### src/hdl/hbfp_regs.svh
/*
 Register offsets, reset values, event bit positions and timing counts of the bridge fault block.
 Assumes inclusion by its bare name from the top module and the bench.
*/
`ifndef HBFP_REGS_SVH
`define HBFP_REGS_SVH
`define HBFP_ADDR_W 12
`define HBFP_OFS_CTRL 12'h000
`define HBFP_OFS_STATUS 12'h004
`define HBFP_OFS_INT_STAT 12'h008
`define HBFP_OFS_INT_MASK 12'h00c
`define HBFP_CTRL_INHIBIT 0
`define HBFP_CTRL_RESET 1'h0
`define HBFP_INT_RESET 4'h0
`define HBFP_MASK_RESET 4'h0
`define HBFP_EV_SHORT 0
`define HBFP_EV_OTEMP 1
`define HBFP_EV_CLIMIT 2
`define HBFP_EV_UVOLT 3
`define HBFP_CLK_PERIOD_PS 5000
`define HBFP_T_OFF_US 20
`define HBFP_OFF_CYCLES ((`HBFP_T_OFF_US * 1000000) / `HBFP_CLK_PERIOD_PS)
`endif

### src/hdl/hbfp_pkg.sv
/*
 Types shared by the bridge fault block: sense bundle, event bundle, status layout and drive modes.
 Assumes nothing of its surroundings.
*/
`default_nettype none
package hbfp_pkg;
    typedef struct packed {
        logic uvolt;
        logic temp_release;
        logic temp_shut;
        logic temp_fold;
        logic cur_limit;
        logic short_det;
    } hbfp_sense_t;

    typedef struct packed {
        logic uvolt;
        logic climit;
        logic otemp;
        logic short_ev;
    } hbfp_event_t;

    typedef struct packed {
        logic fold;
        logic climit_busy;
        logic uvolt;
        logic otemp_latched;
        logic short_latched;
    } hbfp_status_t;

    typedef enum logic [2:0] {
        MODE_SLEEP,
        MODE_FAULT,
        MODE_UVOLT,
        MODE_DISABLED,
        MODE_INHIBIT,
        MODE_CLIMIT,
        MODE_RUN
    } hbfp_mode_t;
endpackage : hbfp_pkg
`default_nettype wire

### src/hdl/hbfp_sync.sv
/*
 Two flip-flop synchroniser for a bundle of independent level inputs.
 Assumes each bit is a slow level; multi-bit coherence is not kept.
*/
`timescale 1ns/1ps
`default_nettype none
module hbfp_sync #(
    parameter int WIDTH = 1
) (
    // Clock and reset
    input wire logic pclk,
    input wire logic presetn,
    // Levels
    input wire logic [WIDTH-1:0] d_async,
    output logic [WIDTH-1:0] q
);
    logic [WIDTH-1:0] meta;

    always_ff @(posedge pclk or negedge presetn)
    begin
        if (!presetn)
        begin
            meta <= '0;
            q <= '0;
        end
        else
        begin
            meta <= d_async;
            q <= meta;
        end
    end
endmodule : hbfp_sync
`default_nettype wire

### src/hdl/hbfp_off_timer.sv
/*
 Fixed off-time timer: a start pulse holds busy high for COUNT cycles.
 Assumes start is ignored while busy.
*/
`timescale 1ns/1ps
`default_nettype none
module hbfp_off_timer #(
    parameter int COUNT = 4000
) (
    // Clock and reset
    input wire logic pclk,
    input wire logic presetn,
    // Control
    input wire logic start,
    output logic busy
);
    localparam int CW = $clog2(COUNT + 1);
    localparam logic [CW-1:0] LOAD = CW'(COUNT - 1);
    logic [CW-1:0] remain;

    always_ff @(posedge pclk or negedge presetn)
    begin
        if (!presetn)
        begin
            remain <= '0;
            busy <= 1'b0;
        end
        else if (start && !busy)
        begin
            remain <= LOAD;
            busy <= 1'b1;
        end
        else if (busy)
        begin
            if (remain == '0)
                busy <= 1'b0;
            else
                remain <= remain - 1'b1;
        end
    end
endmodule : hbfp_off_timer
`default_nettype wire

### src/hdl/hbfp_top.sv
/*
 Fault protection and drive logic of a two-output motor bridge, with an APB register slave.
 Assumes the analog sense comparators deliver asynchronous levels and that presetn follows supply power.
*/
// The APB register port and the address map were left to the implementer.
`timescale 1ns/1ps
`default_nettype none
`include "hbfp_regs.svh"

// Summary of operation
// - Detected short latches both outputs off and pulls the fault flag low.
// - Short latch clears only on disable falling or enable rising edge.
// - After clearing, outputs follow the present input pin levels.
// - Reaching current limit turns outputs off for a fixed 20 us.
// - Above 160 degrees the reduced 4.2 A current limit is selected.
// - Above 175 degrees overtemperature is detected and outputs shut down.
// - Overtemperature latches outputs off with the fault flag low.
// - Overtemperature latch resets on disable falling or enable rising edge.
// - Enable edge clears below threshold; disable edge only below threshold minus hysteresis.
// - Fault reset and power cycling return the flag high.
// - Undervoltage turns outputs off, flag low, recovering automatically.
// - Disable high: outputs off, flag low; enable low: outputs off, sleep.
// - Enabled, each output follows its own polarity input.
module hbfp_top #(
    parameter int OFF_CYCLES = `HBFP_OFF_CYCLES
) (
    // Clock and reset
    input wire logic pclk,
    input wire logic presetn,
    // APB slave
    input wire logic psel,
    input wire logic penable,
    input wire logic pwrite,
    input wire logic [`HBFP_ADDR_W-1:0] paddr,
    input wire logic [31:0] pwdata,
    input wire logic [3:0] pstrb,
    output logic [31:0] prdata,
    output logic pready,
    output logic pslverr,
    // Control pins
    input wire logic polarity_in_a,
    input wire logic polarity_in_b,
    input wire logic disable_hi,
    input wire logic enable_sleep_n,
    // Analog sense levels
    input wire hbfp_pkg::hbfp_sense_t sense_async,
    // Bridge outputs
    output logic bridge_out_a,
    output logic bridge_out_a_oe,
    output logic bridge_out_b,
    output logic bridge_out_b_oe,
    // Open-drain fault flag and threshold select
    output logic fault_status_n_out,
    output logic fault_status_n_oe,
    output logic current_limit_reduced,
    // Interrupt
    output logic irq
);
    import hbfp_pkg::*;

    hbfp_sense_t s_sense;
    logic s_in_a;
    logic s_in_b;
    logic s_dis;
    logic s_en;
    logic dis_q;
    logic en_q;
    logic dis_fall;
    logic en_rise;
    logic short_latched;
    logic otemp_latched;
    logic climit_busy;
    logic climit_start;
    logic uv_q;
    logic inhibit;
    hbfp_mode_t mode;
    hbfp_mode_t next_mode;
    hbfp_event_t events;
    logic [3:0] int_stat;
    logic [3:0] int_mask;
    hbfp_status_t status;
    logic bus_access;
    logic bus_wr;
    logic hit_ctrl;
    logic hit_status;
    logic hit_stat;
    logic hit_mask;
    logic [31:0] next_rdata;

    hbfp_sync #(
        .WIDTH(10)
    ) u_sync (
        .pclk(pclk),
        .presetn(presetn),
        .d_async({sense_async, polarity_in_a, polarity_in_b, disable_hi, enable_sleep_n}),
        .q({s_sense, s_in_a, s_in_b, s_dis, s_en})
    );

    always_ff @(posedge pclk or negedge presetn)
    begin
        if (!presetn)
        begin
            dis_q <= 1'b0;
            en_q <= 1'b0;
        end
        else
        begin
            dis_q <= s_dis;
            en_q <= s_en;
        end
    end

    assign dis_fall = dis_q && !s_dis;
    assign en_rise = !en_q && s_en;

    // edge-only clearing; a new short in the same cycle wins.
    always_ff @(posedge pclk or negedge presetn)
    begin
        if (!presetn)
            short_latched <= 1'b0;
        else if (s_sense.short_det)
            short_latched <= 1'b1;
        else if (dis_fall || en_rise)
            short_latched <= 1'b0;
    end

    // enable edge needs below threshold, disable edge below hysteresis point
    always_ff @(posedge pclk or negedge presetn)
    begin
        if (!presetn)
            otemp_latched <= 1'b0;
        else if (s_sense.temp_shut)
            otemp_latched <= 1'b1;
        else if (en_rise || (dis_fall && !s_sense.temp_release))
            otemp_latched <= 1'b0;
    end

    always_ff @(posedge pclk or negedge presetn)
    begin
        if (!presetn)
            current_limit_reduced <= 1'b0;
        else
            current_limit_reduced <= s_sense.temp_fold;
    end

    assign climit_start = s_sense.cur_limit && (mode == MODE_RUN) && !climit_busy;

    hbfp_off_timer #(
        .COUNT(OFF_CYCLES)
    ) u_off (
        .pclk(pclk),
        .presetn(presetn),
        .start(climit_start),
        .busy(climit_busy)
    );

    // Sleep is checked first so a sleeping device keeps its flag released even with a latched fault.
    // sleep and disable priority
    // enabled with no latch, undervoltage, disable, inhibit or off time selects the input-defined mode
    always_comb
    begin
        if (!s_en)
            next_mode = MODE_SLEEP;
        else if (short_latched || otemp_latched)
            next_mode = MODE_FAULT;
        else if (s_sense.uvolt)
            next_mode = MODE_UVOLT;
        else if (s_dis)
            next_mode = MODE_DISABLED;
        else if (inhibit)
            next_mode = MODE_INHIBIT;
        else if (climit_busy)
            next_mode = MODE_CLIMIT;
        else
            next_mode = MODE_RUN;
    end

    always_ff @(posedge pclk or negedge presetn)
    begin
        if (!presetn)
            mode <= MODE_SLEEP;
        else
            mode <= next_mode;
    end

    // fault mode drives the flag low
    always_ff @(posedge pclk or negedge presetn)
    begin
        if (!presetn)
        begin
            bridge_out_a <= 1'b0;
            bridge_out_b <= 1'b0;
            bridge_out_a_oe <= 1'b0;
            bridge_out_b_oe <= 1'b0;
            fault_status_n_oe <= 1'b0;
        end
        else
        begin
            bridge_out_a <= 1'b0;
            bridge_out_b <= 1'b0;
            bridge_out_a_oe <= 1'b0;
            bridge_out_b_oe <= 1'b0;
            fault_status_n_oe <= 1'b0;
            case (mode)
                MODE_RUN:
                begin
                    bridge_out_a <= s_in_a;
                    bridge_out_b <= s_in_b;
                    bridge_out_a_oe <= 1'b1;
                    bridge_out_b_oe <= 1'b1;
                end
                MODE_FAULT, MODE_UVOLT, MODE_DISABLED:
                    fault_status_n_oe <= 1'b1;
                default:
                    fault_status_n_oe <= 1'b0;
            endcase
        end
    end

    // The flag pin only ever pulls low, so its data bit is a constant-low flop.
    always_ff @(posedge pclk or negedge presetn)
    begin
        if (!presetn)
            fault_status_n_out <= 1'b0;
        else
            fault_status_n_out <= 1'b0;
    end

    always_ff @(posedge pclk or negedge presetn)
    begin
        if (!presetn)
            uv_q <= 1'b0;
        else
            uv_q <= s_sense.uvolt;
    end

    assign events.short_ev = s_sense.short_det && !short_latched;
    assign events.otemp = s_sense.temp_shut && !otemp_latched;
    assign events.climit = climit_start;
    assign events.uvolt = s_sense.uvolt && !uv_q;

    assign status.fold = current_limit_reduced;
    assign status.climit_busy = climit_busy;
    assign status.uvolt = s_sense.uvolt;
    assign status.otemp_latched = otemp_latched;
    assign status.short_latched = short_latched;

    // Zero-wait decode is avoided: pready is registered, so every access lasts two access cycles.
    assign bus_access = psel && penable && !pready;
    assign bus_wr = bus_access && pwrite && pstrb[0];

    always_comb
    begin
        hit_ctrl = 1'b0;
        hit_status = 1'b0;
        hit_stat = 1'b0;
        hit_mask = 1'b0;
        next_rdata = 32'h0000_0000;
        if (paddr == `HBFP_OFS_CTRL)
        begin
            hit_ctrl = 1'b1;
            next_rdata = {31'h0000_0000, inhibit};
        end
        else if (paddr == `HBFP_OFS_STATUS)
        begin
            hit_status = 1'b1;
            next_rdata = {27'h000_0000, status};
        end
        else if (paddr == `HBFP_OFS_INT_STAT)
        begin
            hit_stat = 1'b1;
            next_rdata = {28'h000_0000, int_stat};
        end
        else if (paddr == `HBFP_OFS_INT_MASK)
        begin
            hit_mask = 1'b1;
            next_rdata = {28'h000_0000, int_mask};
        end
    end

    always_ff @(posedge pclk or negedge presetn)
    begin
        if (!presetn)
        begin
            pready <= 1'b0;
            pslverr <= 1'b0;
            prdata <= 32'h0000_0000;
        end
        else
        begin
            pready <= bus_access;
            pslverr <= bus_access && !(hit_ctrl || hit_status || hit_stat || hit_mask);
            if (bus_access && !pwrite)
                prdata <= next_rdata;
        end
    end

    always_ff @(posedge pclk or negedge presetn)
    begin
        if (!presetn)
            inhibit <= `HBFP_CTRL_RESET;
        else if (bus_wr && hit_ctrl)
            inhibit <= pwdata[`HBFP_CTRL_INHIBIT];
    end

    always_ff @(posedge pclk or negedge presetn)
    begin
        if (!presetn)
            int_mask <= `HBFP_MASK_RESET;
        else if (bus_wr && hit_mask)
            int_mask <= pwdata[3:0];
    end

    // A fresh event outranks a write-one-to-clear in the same cycle.
    always_ff @(posedge pclk or negedge presetn)
    begin
        if (!presetn)
            int_stat <= `HBFP_INT_RESET;
        else if (bus_wr && hit_stat)
            int_stat <= (int_stat & ~pwdata[3:0]) | events;
        else
            int_stat <= int_stat | events;
    end

    always_ff @(posedge pclk or negedge presetn)
    begin
        if (!presetn)
            irq <= 1'b0;
        else
            irq <= |(int_stat & int_mask);
    end

    short_off_a: assert property (@(posedge pclk) disable iff (!presetn)
        short_latched |-> ##2 (!bridge_out_a_oe && !bridge_out_b_oe))
        else $error("short latch did not force outputs off");

    short_clear_a: assert property (@(posedge pclk) disable iff (!presetn)
        (short_latched && !s_sense.short_det && !dis_fall && !en_rise) |=> short_latched)
        else $error("short latch cleared without a control edge");

    run_follow_a: assert property (@(posedge pclk) disable iff (!presetn)
        (mode == MODE_RUN) |=> (bridge_out_a_oe && bridge_out_a == $past(s_in_a) && bridge_out_b == $past(s_in_b)))
        else $error("outputs do not follow polarity inputs");

    climit_hold_a: assert property (@(posedge pclk) disable iff (!presetn)
        $rose(climit_busy) |-> climit_busy [*8] ##2 !bridge_out_a_oe)
        else $error("off time too short or outputs driven");

    fold_select_a: assert property (@(posedge pclk) disable iff (!presetn)
        s_sense.temp_fold |=> current_limit_reduced)
        else $error("reduced threshold not selected");

    otemp_flag_a: assert property (@(posedge pclk) disable iff (!presetn)
        (otemp_latched && s_en) |-> ##2 (fault_status_n_oe && !bridge_out_b_oe))
        else $error("overtemperature did not pull the flag low");

    otemp_hyst_a: assert property (@(posedge pclk) disable iff (!presetn)
        (otemp_latched && dis_fall && !en_rise && s_sense.temp_release) |=> otemp_latched)
        else $error("disable edge cleared overtemperature above hysteresis point");

    uv_flag_a: assert property (@(posedge pclk) disable iff (!presetn)
        (s_en && s_sense.uvolt) |-> ##2 (fault_status_n_oe && !bridge_out_a_oe))
        else $error("undervoltage did not turn outputs off");

    sleep_mode_a: assert property (@(posedge pclk) disable iff (!presetn)
        !s_en |-> ##2 (!fault_status_n_oe && !bridge_out_a_oe && !bridge_out_b_oe))
        else $error("sleep did not release flag and outputs");

    edge_once_a: assert property (@(posedge pclk) disable iff (!presetn)
        (dis_fall |=> !dis_fall) and (en_rise |=> !en_rise))
        else $error("one pin transition seen twice");

    irq_level_a: assert property (@(posedge pclk) disable iff (!presetn)
        |(int_stat & int_mask) |=> irq)
        else $error("interrupt not raised for unmasked status");
endmodule : hbfp_top
`default_nettype wire

### config.mk
export PLATFORM = sky130hd
export DESIGN_NAME = hbfp_top
export DESIGN_NICKNAME = d
export VERILOG_FILES = /design/src/hdl/hbfp_pkg.sv /design/src/hdl/hbfp_sync.sv /design/src/hdl/hbfp_off_timer.sv /design/src/hdl/hbfp_top.sv
export VERILOG_INCLUDE_DIRS = /design/src /design/src/hdl
export SDC_FILE = /design/constraint.sdc
export NUM_CORES = 1
export LEC_CHECK = 0
export BUFFER_PORTS_ARGS = -buffer_cell sky130_fd_sc_hd__buf_2
export CAP_MARGIN = 20
export CORE_MARGIN = 1.5
export CORE_UTILIZATION = 33
export CTS_CLUSTER_SIZE = 25
export DETAILED_ROUTE_END_ITERATION = 10
export MAX_ROUTING_LAYER = met4
export PLACE_DENSITY = 0.67
export SETUP_SLACK_MARGIN = 0.05
export SLEW_MARGIN = 15
export SYNTH_ARGS = -nofsm -noshare
export SYNTH_HDL_FRONTEND = slang
export SYNTH_SLANG_ARGS = --single-unit
### constraint.sdc
create_clock -name pclk -period 3.54 [get_ports pclk]
set_input_delay 0.177 -clock pclk [delete_from_list [all_inputs] [get_ports pclk]]
set_output_delay 0.177 -clock pclk [all_outputs]
set_load 0.005 [all_outputs]
Word level (Yosys, flattened, before mapping). Cells that the tools add are included.

Add/sub/neg operators: 1. $mul: 0. Divide/modulo/power cells: 0. Magnitude comparators: 0. Eq/ne operators: 8. Shift-type cells: 0. Mux-type cells: 35. Bitwise gates (word level): 5. Reduce and logical (&&, ||, !) cells: 42.

Operator list (number): 2-to-1 mux 32 bit (2); 2-to-1 mux 12 bit (3); == test 12 x 4 -> 1 bit, second input constant (2); zero test 12 bit (2); 2-to-1 mux 1 bit (21); logical AND 1 bit (18); == test 12 x 3 -> 1 bit, second input constant (1); 2-to-1 mux 3 bit (4); 2-to-1 mux 4 bit (3); subtractor 12 x 1 -> 12 bit, second input constant (1); zero test 1 bit (10); bitwise AND 4 bit (2); bitwise OR 4 bit (2); == test 3 x 2 -> 1 bit, second input constant (2); logical OR 1 bit (6); nonzero test 2 bit (3); 2-to-1 mux 2 bit (2); NOT 4 bit (1); OR reduction 4 bit (1); == test 3 x 1 -> 1 bit, second input constant (1); == test 3 bit, second input constant (1); OR reduction 3 bit (1); != test 2 x 1 -> 1 bit, second input constant (1); AND reduction 2 bit (1).

Register bits: 90. Latch bits: 0. RAM bits: 0. Memory bits (read-only): 0. Memories kept: 0.

Longest topological paths before layout. Gate-level depths: netlist of run 1.

Depth in word-level cells: 8. Depth in mapped cells: 6.

Cells and area by module. Synthesis of run 1 repeated with hierarchy kept, for this count alone.

Cells, all modules: 232. Area, all modules: 2730.1 µm².

Modules (own cells, without submodules): hbfp_top (times used 1, cells each 142, area each 1529.0 µm², seq. area each 750.7 µm²); hbfp_off_timer (times used 1, cells each 70, area each 700.7 µm², seq. area each 325.3 µm²); hbfp_sync (times used 1, cells each 20, area each 500.5 µm², seq. area each 500.5 µm²).

Least setup slack after synthesis of run 1. OpenSTA, ideal clock, no wires.

Path kind: input to register. Start: input paddr[1]. End: register int_mask[0]. Data arrival time: 1.793 ns. Required time: 3.415 ns. Slack: 1.622 ns. Stages: 4. Cells stage by stage: or4_4 or4_4 nor3_4 mux2_2.

Word-level cells in the longest chain between the ends: 6. Elaborated cells between the ends (all ways): 9.

RTL lines: start: declaration (line hbfp_top.sv:34) `` input wire logic [`HBFP_ADDR_W-1:0] paddr, ``; == test 12 x 4 -> 1 bit (no source line); 2-to-1 mux 1 bit (line hbfp_top.sv:274) `` else if (paddr == `HBFP_OFS_INT_MASK) ``; 2-to-1 mux 1 bit (line hbfp_top.sv:269) `` else if (paddr == `HBFP_OFS_INT_STAT) ``; 2-to-1 mux 1 bit (line hbfp_top.sv:264) `` else if (paddr == `HBFP_OFS_STATUS) ``; 2-to-1 mux 1 bit (*) (line hbfp_top.sv:259) `` if (paddr == `HBFP_OFS_CTRL) ``; logical AND 1 bit (*) (line hbfp_top.sv:310) `else if (bus_wr && hit_mask)`; end signal: assignment (line hbfp_top.sv:309) `` int_mask <= `HBFP_MASK_RESET; ``; end signal: assignment (line hbfp_top.sv:311) `int_mask <= pwdata[3:0];`; end: declaration (line hbfp_top.sv:80) `logic [3:0] int_mask;`.

Every way passes the cells marked *; elsewhere a longest branch is shown, timed or not. A chain may end at the register's enable or synchronous reset.

Final worst setup path of run 1.
Start: register u_off.remain[8]. End: register u_off.remain[1].

Word-level cells in the longest chain between the ends: 3.

RTL lines: start: declaration (line hbfp_off_timer.sv:19) `logic [CW-1:0] remain;`; start signal: assignment (line hbfp_off_timer.sv:38) `remain <= remain - 1'b1;`; zero test 12 bit (line hbfp_off_timer.sv:35) `if (remain == '0)`; != test 2 x 1 -> 1 bit (no source line); AND reduction 2 bit (no source line).

Every way passes these cells.

==> impl_metrics.json, run 1 <==
{
  "outcome": "complete, but fails checks",
  "violations": "negative hold slack",
  "critPathLaunchType": "register",
  "dp_hpwl_um": 3563,
  "period_minus_slack_ps": 1919,
  "synth_warnings": 0,
  "port_buffers": 45,
  "drive_above_1_share": 0.2491,
  "slew_viol_final": 0,
  "nets": 353,
  "cts_tree": "done",
  "async_reset_ff_frac": 1.000,
  "cts.sinks": 63,
  "cts.clk_slew.worst_paths_ps": 70,
  "netlist.area_leader.share": 0.5896,
  "antenna_found_initial": 0,
  "critPathKind": "register to register",
  "placed_cells": 369,
  "crit_arrival_ps": 2140,
  "ys_seq_elements": 63,
  "fin_crit_sh": 0.5422,
  "grt.total_usage": 0.1307,
  "synth.largest_area_cell": "dfrtp_1",
  "cts_root_buffer": "clkbuf_8",
  "synth.distinct_cells": 43,
  "cts_buffers": 9,
  "clk_latency_ps": 340,
  "hold_class": "input port to async pin",
  "worst_pin_slew_ps": 960.0,
  "start_util": 0.3442,
  "grt_max_degree": 44,
  "grt_pass1_vias": 1812,
  "synth.area.top_cells": "dfrtp_1 59%, buf_4 8.1%, mux2_2 2.1%, nand3_1 2.1%, mux2i_1 1.5%",
  "ir_drop_v": 0.0002040,
  "max-slew-margin-rel": 0.3600,
  "ios": 105,
  "ys.flop_type": "dfrtp_1",
  "drt-total-wl_um": 4961,
  "die_area_sq_um": 8652,
  "place_congestion": 0.7785,
  "grt_pass1_wl_um": 8369,
  "synth_edf_count": 0,
  "first_iter_violations": 98,
  "holdWs_ps": -14.25,
  "area_delta_synth_final_pct": 19.37,
  "dieHeight_um": 93.02,
  "nFillCells": 779,
  "die_w_um": 93.02,
  "cts_max_level": 3,
  "cp_max_fo": 7,
  "p_leak_nw": 1.590,
  "ant_nets": 0,
  "clockBufferDepth": 2,
  "power.density_nw_per_um2": 456.7,
  "post_cts_resized": 0,
  "num_vias": 1826,
  "core.rowCount": 32,
  "vias_per_cell": 4.623,
  "fin_tns_setup_ps": 0,
  "yosysMostFrequentCell": "dfrtp_1",
  "syn-instance-count": 227,
  "wire_per_inst_um": 12.56,
  "finalHoldViolCount": 1,
  "synth.avg_cell_area_sq_um": 11.78,
  "grt_overflow": 0,
  "firstDrtPassIters": 4,
  "ys_seq_area_frac": 0.5896,
  "fmax_ghz": 0.5210,
  "yosys-top-cells-count": "63 x dfrtp_1, 29 x buf_4, 11 x nand3_1",
  "cp.required_ps": 3760,
  "cp-end-kind": "register",
  "syn_area_sq_um": 2674,
  "cap_violations": 0,
  "final-setup-viol-count": 0,
  "diodes": 0,
  "finalPower_mw": 1.458,
  "fin_cells": 395,
  "finalClockSkew_ps": 10.45,
  "coreArea_sq_um": 7767,
  "cts_setup_buffers": 0,
  "drc": 0,
  "rsz0062_at_grt": "false"
}
worst max-delay path, cell delays in order, from the launching register on:
cell and delay [ps]:
dfrtp_1 410, or3_1 480, o41ai_2 570, nand2_1 140
o22a_1 200
cell type report:
class                   count  area [sq um]  share of cell area
flip-flops and latches     63          1577              0.4939
clock buffers              12         145.1             0.04547
repair buffers             56         332.8              0.1043
inverters                  10         37.54             0.01176
clock inverters             4         45.04             0.01411
well taps                 102         127.6             0.03998
multi-input cells         148         927.1              0.2905
final timing paths:
kind	from	endpoint	slack (ps)	cells after the start
max in group asynchronous	presetn	u_off.remain[8]	2720	2
worst max-delay path	u_off.remain[8]	u_off.remain[1]	1620	4
worst max register to register	u_off.remain[8]	u_off.remain[1]	1620	4
min in group pclk	pwdata[1]	int_mask[1]	90	2
worst min-delay path	presetn	prdata[4]	-10	1
worst min register to register	u_sync.meta[6]	u_sync.q[6]	350	0
through the flow:
step	util	hold slack [ps]	setup WS, ps	area [sq um]
after CTS	0.4109	20.21	1616	3192
after global routing	0.4109	69.48	1532	3192
after global placement	0.3736	284.7	1367	2902
after floorplan	-	-118.6	1622	2775
after detailed placement	0.3736	286.3	1326	2902
final	0.4109	-14.25	1621	3192
metal layers:
layer	share of wire	GRT usage	up-vias	wire length (um)
li1	-	-	875	-
met1	0.45	0.1624	887	2238
met2	0.47	0.1946	52	2324
met3	0.058	0.03496	12	289
met4	0.022	0.07071	0	108
met5	0	-	-	0
cells by family (layout without fill, tap and decap cells):
kind of cell / after synthesis / in the layout / share of synthesized area
flops: 63 / 63 / 0.5896
xor+xnor: 1 / 1 / 0.003276
mux: 9 / 9 / 0.03603
simple gates: 72 / 72 / 0.1591
fa+ha+maj: 2 / 2 / 0.009357
other cells: 1 / 28 / 0.001402
buf+inv: 43 / 82 / 0.1015
compound gates: 36 / 36 / 0.09968
cell usage in the layout (no fill, tap or decap), types with 3 or more instances in the layout:
cell type	n
conb_1	28
nand3b_1	3
o21ai_0	6
nand2_1	9
a22oi_1	5
dlygate4sd3_1	10
or4_1	5
a21oi_1	4
mux2_2	5
buf_2	45
o31ai_1	4
nand2b_1	4
clkbuf_8	10
inv_1	10
dfrtp_1	63
and2_1	4
nor4_1	4
nand3_1	11
nor3_1	6
clkinv_2	3
or3_1	6
nor2_1	10
a22o_1	4
mux2i_1	4
power breakdown:
part	switching, mW	internal [mW]	total [mW]	leakage (nW)
clock	0.261	0.341	0.602	0.100
sequential	0.0130	0.745	0.758	0.792
combinational	0.0568	0.0409	0.0978	0.698
total	0.331	1.13	1.46	1.59
flip-flops by register name (all words and copies together) (netlist names), 3 cells and up:
name	flops
prdata	5
u_sync.q	10
int_stat	4
int_mask	4
mode	3
u_off.remain	12
u_sync.meta	10
repair_timing:
action,in CTS,in global routing
hold endpoints to repair,10,0
hold buffers,10,0
setup endpoints to repair,0,0
Note: power is estimated with default switching activity, not from simulation.
==> run 2: changes to the inputs <==
Settings changed: ABC_AREA from default to 1, PLACE_DENSITY 0.67 to 0.68.
Clock period 3.54 ns to 1.65 ns, I/O delays scaled along.
==> run 2 against run 1 <==
Against the previous run: the flow finishes with violations (design-rule violations); setup slack got worse by 1400 ps; cell count up 36%; fmax rose by 30%.
==> impl_metrics.json, run 2 <==
{
  "cts_tree": "done",
  "fin_tns_setup_ps": 0,
  "ys_seq_elements": 63,
  "ir_drop_v": 0.0003786,
  "power.density_nw_per_um2": 841.9,
  "cts.clk_slew.worst_paths_ps": 70,
  "grt_pass1_vias": 2057,
  "port_buffers": 45,
  "async_reset_ff_frac": 1.000,
  "dieHeight_um": 98.95,
  "cpLargestDelayFamily": "simple AND/OR/NAND/NOR gates",
  "finalClockSkew_ps": 6.230,
  "wire_per_inst_um": 10.69,
  "cp_max_fo": 8,
  "ys_seq_area_frac": 0.5189,
  "nets": 491,
  "timing.critical_path.mode_cell": "nand2_8",
  "area_delta_synth_final_pct": 22.12,
  "firstDrtPassIters": 8,
  "crit_buf_inv": 2,
  "p_leak_nw": 2.012,
  "crit_chain": "inv_2 -> ha_1 -> inv_1 -> nor3_2 -> nand3_4 -> nand2_8 -> nand2_8 -> nand2_1 -> o21ai_2",
  "ios": 105,
  "crit_cells": 9,
  "synth.largest_area_cell": "dfrtp_1",
  "final-setup-viol-count": 0,
  "largest_register_ffs": 12,
  "antenna_found_initial": 0,
  "critPathLaunchType": "register",
  "synth.distinct_cells": 28,
  "num_vias": 2336,
  "cp.required_ps": 1880,
  "critPathSlowestCell": "dfrtp_1",
  "fmax_ghz": 0.6768,
  "synthAdderAreaFrac": 0.008237,
  "synth.mux.area_fraction": 0,
  "grt.total_usage": 0.1265,
  "dp_hpwl_um": 4029,
  "cts_buffers": 9,
  "fin_crit_sh": 0.8955,
  "rsz0062_at_grt": "false",
  "first_iter_violations": 131,
  "clockBufferDepth": 2,
  "die_w_um": 98.95,
  "die_area_sq_um": 9790,
  "start_util": 0.3450,
  "drt-total-wl_um": 5762,
  "place_congestion": 0.8643,
  "drc": 11,
  "coreArea_sq_um": 8806,
  "regMostFlops": "u_off.remain",
  "final_common_cell": "nand2_1",
  "violations": "design-rule violations",
  "cts_max_level": 3,
  "finalHoldViolCount": 0,
  "drive_above_1_share": 0.2367,
  "finalPower_mw": 3.123,
  "yosys.area_share.simple": 0.2924,
  "grt_overflow": 0,
  "synth_top_family_by_area": "simple AND/OR/NAND/NOR gates",
  "nFillCells": 849,
  "netlist.area_leader.share": 0.5189,
  "ys.flop_type": "dfrtp_1",
  "synth_xor_area_frac": 0.008649,
  "synth_edf_count": 0,
  "critPathKind": "register to register",
  "synth.area.top_cells": "dfrtp_1 52%, nand2_1 11%, buf_4 7.4%, nand3_1 6.3%, nor2_1 4.9%",
  "ant_nets": 0,
  "crit_arrival_ps": 1710,
  "hold_depth": 5,
  "syn-instance-count": 349,
  "vias_per_cell": 4.334,
  "synth.avg_cell_area_sq_um": 8.705,
  "yosys-top-cells-count": "88 x nand2_1, 63 x dfrtp_1, 40 x nor2_1",
  "reg.largest.list": "u_off.remain (12), u_sync.meta (10), u_sync.q (10)",
  "grt_max_degree": 47,
  "outcome": "complete, but fails checks",
  "synth_compound_area_frac": 0.04201,
  "slowest_delay_ps": 390,
  "cap_violations": 0,
  "core.rowCount": 34,
  "yosysMostFrequentCell": "nand2_1",
  "slew_viol_final": 0,
  "final_cell_mix": "88 x nand2_1, 63 x dfrtp_1, 45 x buf_2",
  "r2r_cells": 9,
  "synth_warnings": 0,
  "clk_latency_ps": 340,
  "period_minus_slack_ps": 1478,
  "seqCellArea_sq_um": 1577,
  "diodes": 0,
  "hold_class": "input port to register",
  "cts_root_buffer": "clkbuf_8",
  "grt_pass1_wl_um": 9487,
  "cp-end-kind": "register",
  "syn_area_sq_um": 3038,
  "cts.sinks": 63,
  "multi_input_area_sq_um": 1196
}
-- run 2: layer usage --
| metal | GRT usage | wire [um] |
|---|---|---|
| met1 | 0.1637 | 2756 |
| met2 | 0.1809 | 2567 |
| met3 | 0.03972 | 352 |
| met4 | 0.05824 | 85 |
| met5 | - | 0 |
-- run 2: path summary, 6_finish.rpt --
| kind | startpoint | endpoint | slack (ps) |
|---|---|---|---|
| setup reg to reg | u_off.remain[0] | u_off.remain[2] | 170 |
| max in group asynchronous | presetn | u_off.remain[1] | 830 |
| hold reg to reg | u_sync.meta[6] | u_sync.q[6] | 350 |
| setup / recovery | u_off.remain[0] | u_off.remain[2] | 170 |
| min in group asynchronous | presetn | current_limit_reduced | 230 |
| hold / removal | psel | pslverr | 120 |
-- run 2: report_power, final --
part	total (mW)	switching, mW	internal, mW
Sequential	1.62	0.0277	1.59
Clock	1.19	0.636	0.558
Combinational	0.310	0.178	0.133
-- run 2: per-stage QoR --
step                hold slack [ps]  area (sq um)  worst slack (ps)  utilization  cells
floorplan                    -213.1          3139             136.6            -    376
global placement              60.46          3298             147.4       0.3745    502
detailed placement            64.73          3298             107.7       0.3745    502
CTS                           97.07          3651             96.65       0.4146    535
finish                        124.8          3710             172.4       0.4213    539
global route                  153.8          3710             56.02       0.4213    539
-- run 2: worst register-to-register path: cells and delay by family (launching register included) --
| kind | cells | cell delay [ps] |
|---|---|---|
| buffers and inverters | 2 | 150 |
| adders and majority gates | 1 | 150 |
| AOI/OAI and AO/OA | 1 | 50 |
| DFF | 1 | 390 |
| and+or+nand+nor | 5 | 640 |
-- run 2: timing repair --
| item | CTS | global route |
|---|---|---|
| setup endpoints to repair | 0 | 12 |
| buffers inserted | 0 | 3 |
| resized for setup | 0 | 3 |
| hold buffers | 17 | 0 |
| endpoints found under the hold margin | 35 | 0 |
-- run 2: kinds of logic after synthesis --
kind of cell / after synthesis
AO/OA/AOI/OAI: 22
XOR/XNOR: 3
adder cells (fa/ha/maj): 2
buffers and inverters: 69
flip-flops: 63
other: 1
AND/OR/NAND/NOR: 189
-- run 2: area by class of cell --
cell class | count | area share
Clock buffer | 9 | 0.03339
Clock inverter | 7 | 0.01585
Inverter | 37 | 0.03744
Multi-Input combinational cell | 245 | 0.3224
Sequential cell | 63 | 0.4250
Tap cell | 108 | 0.03643
Timing Repair Buffer | 70 | 0.1295
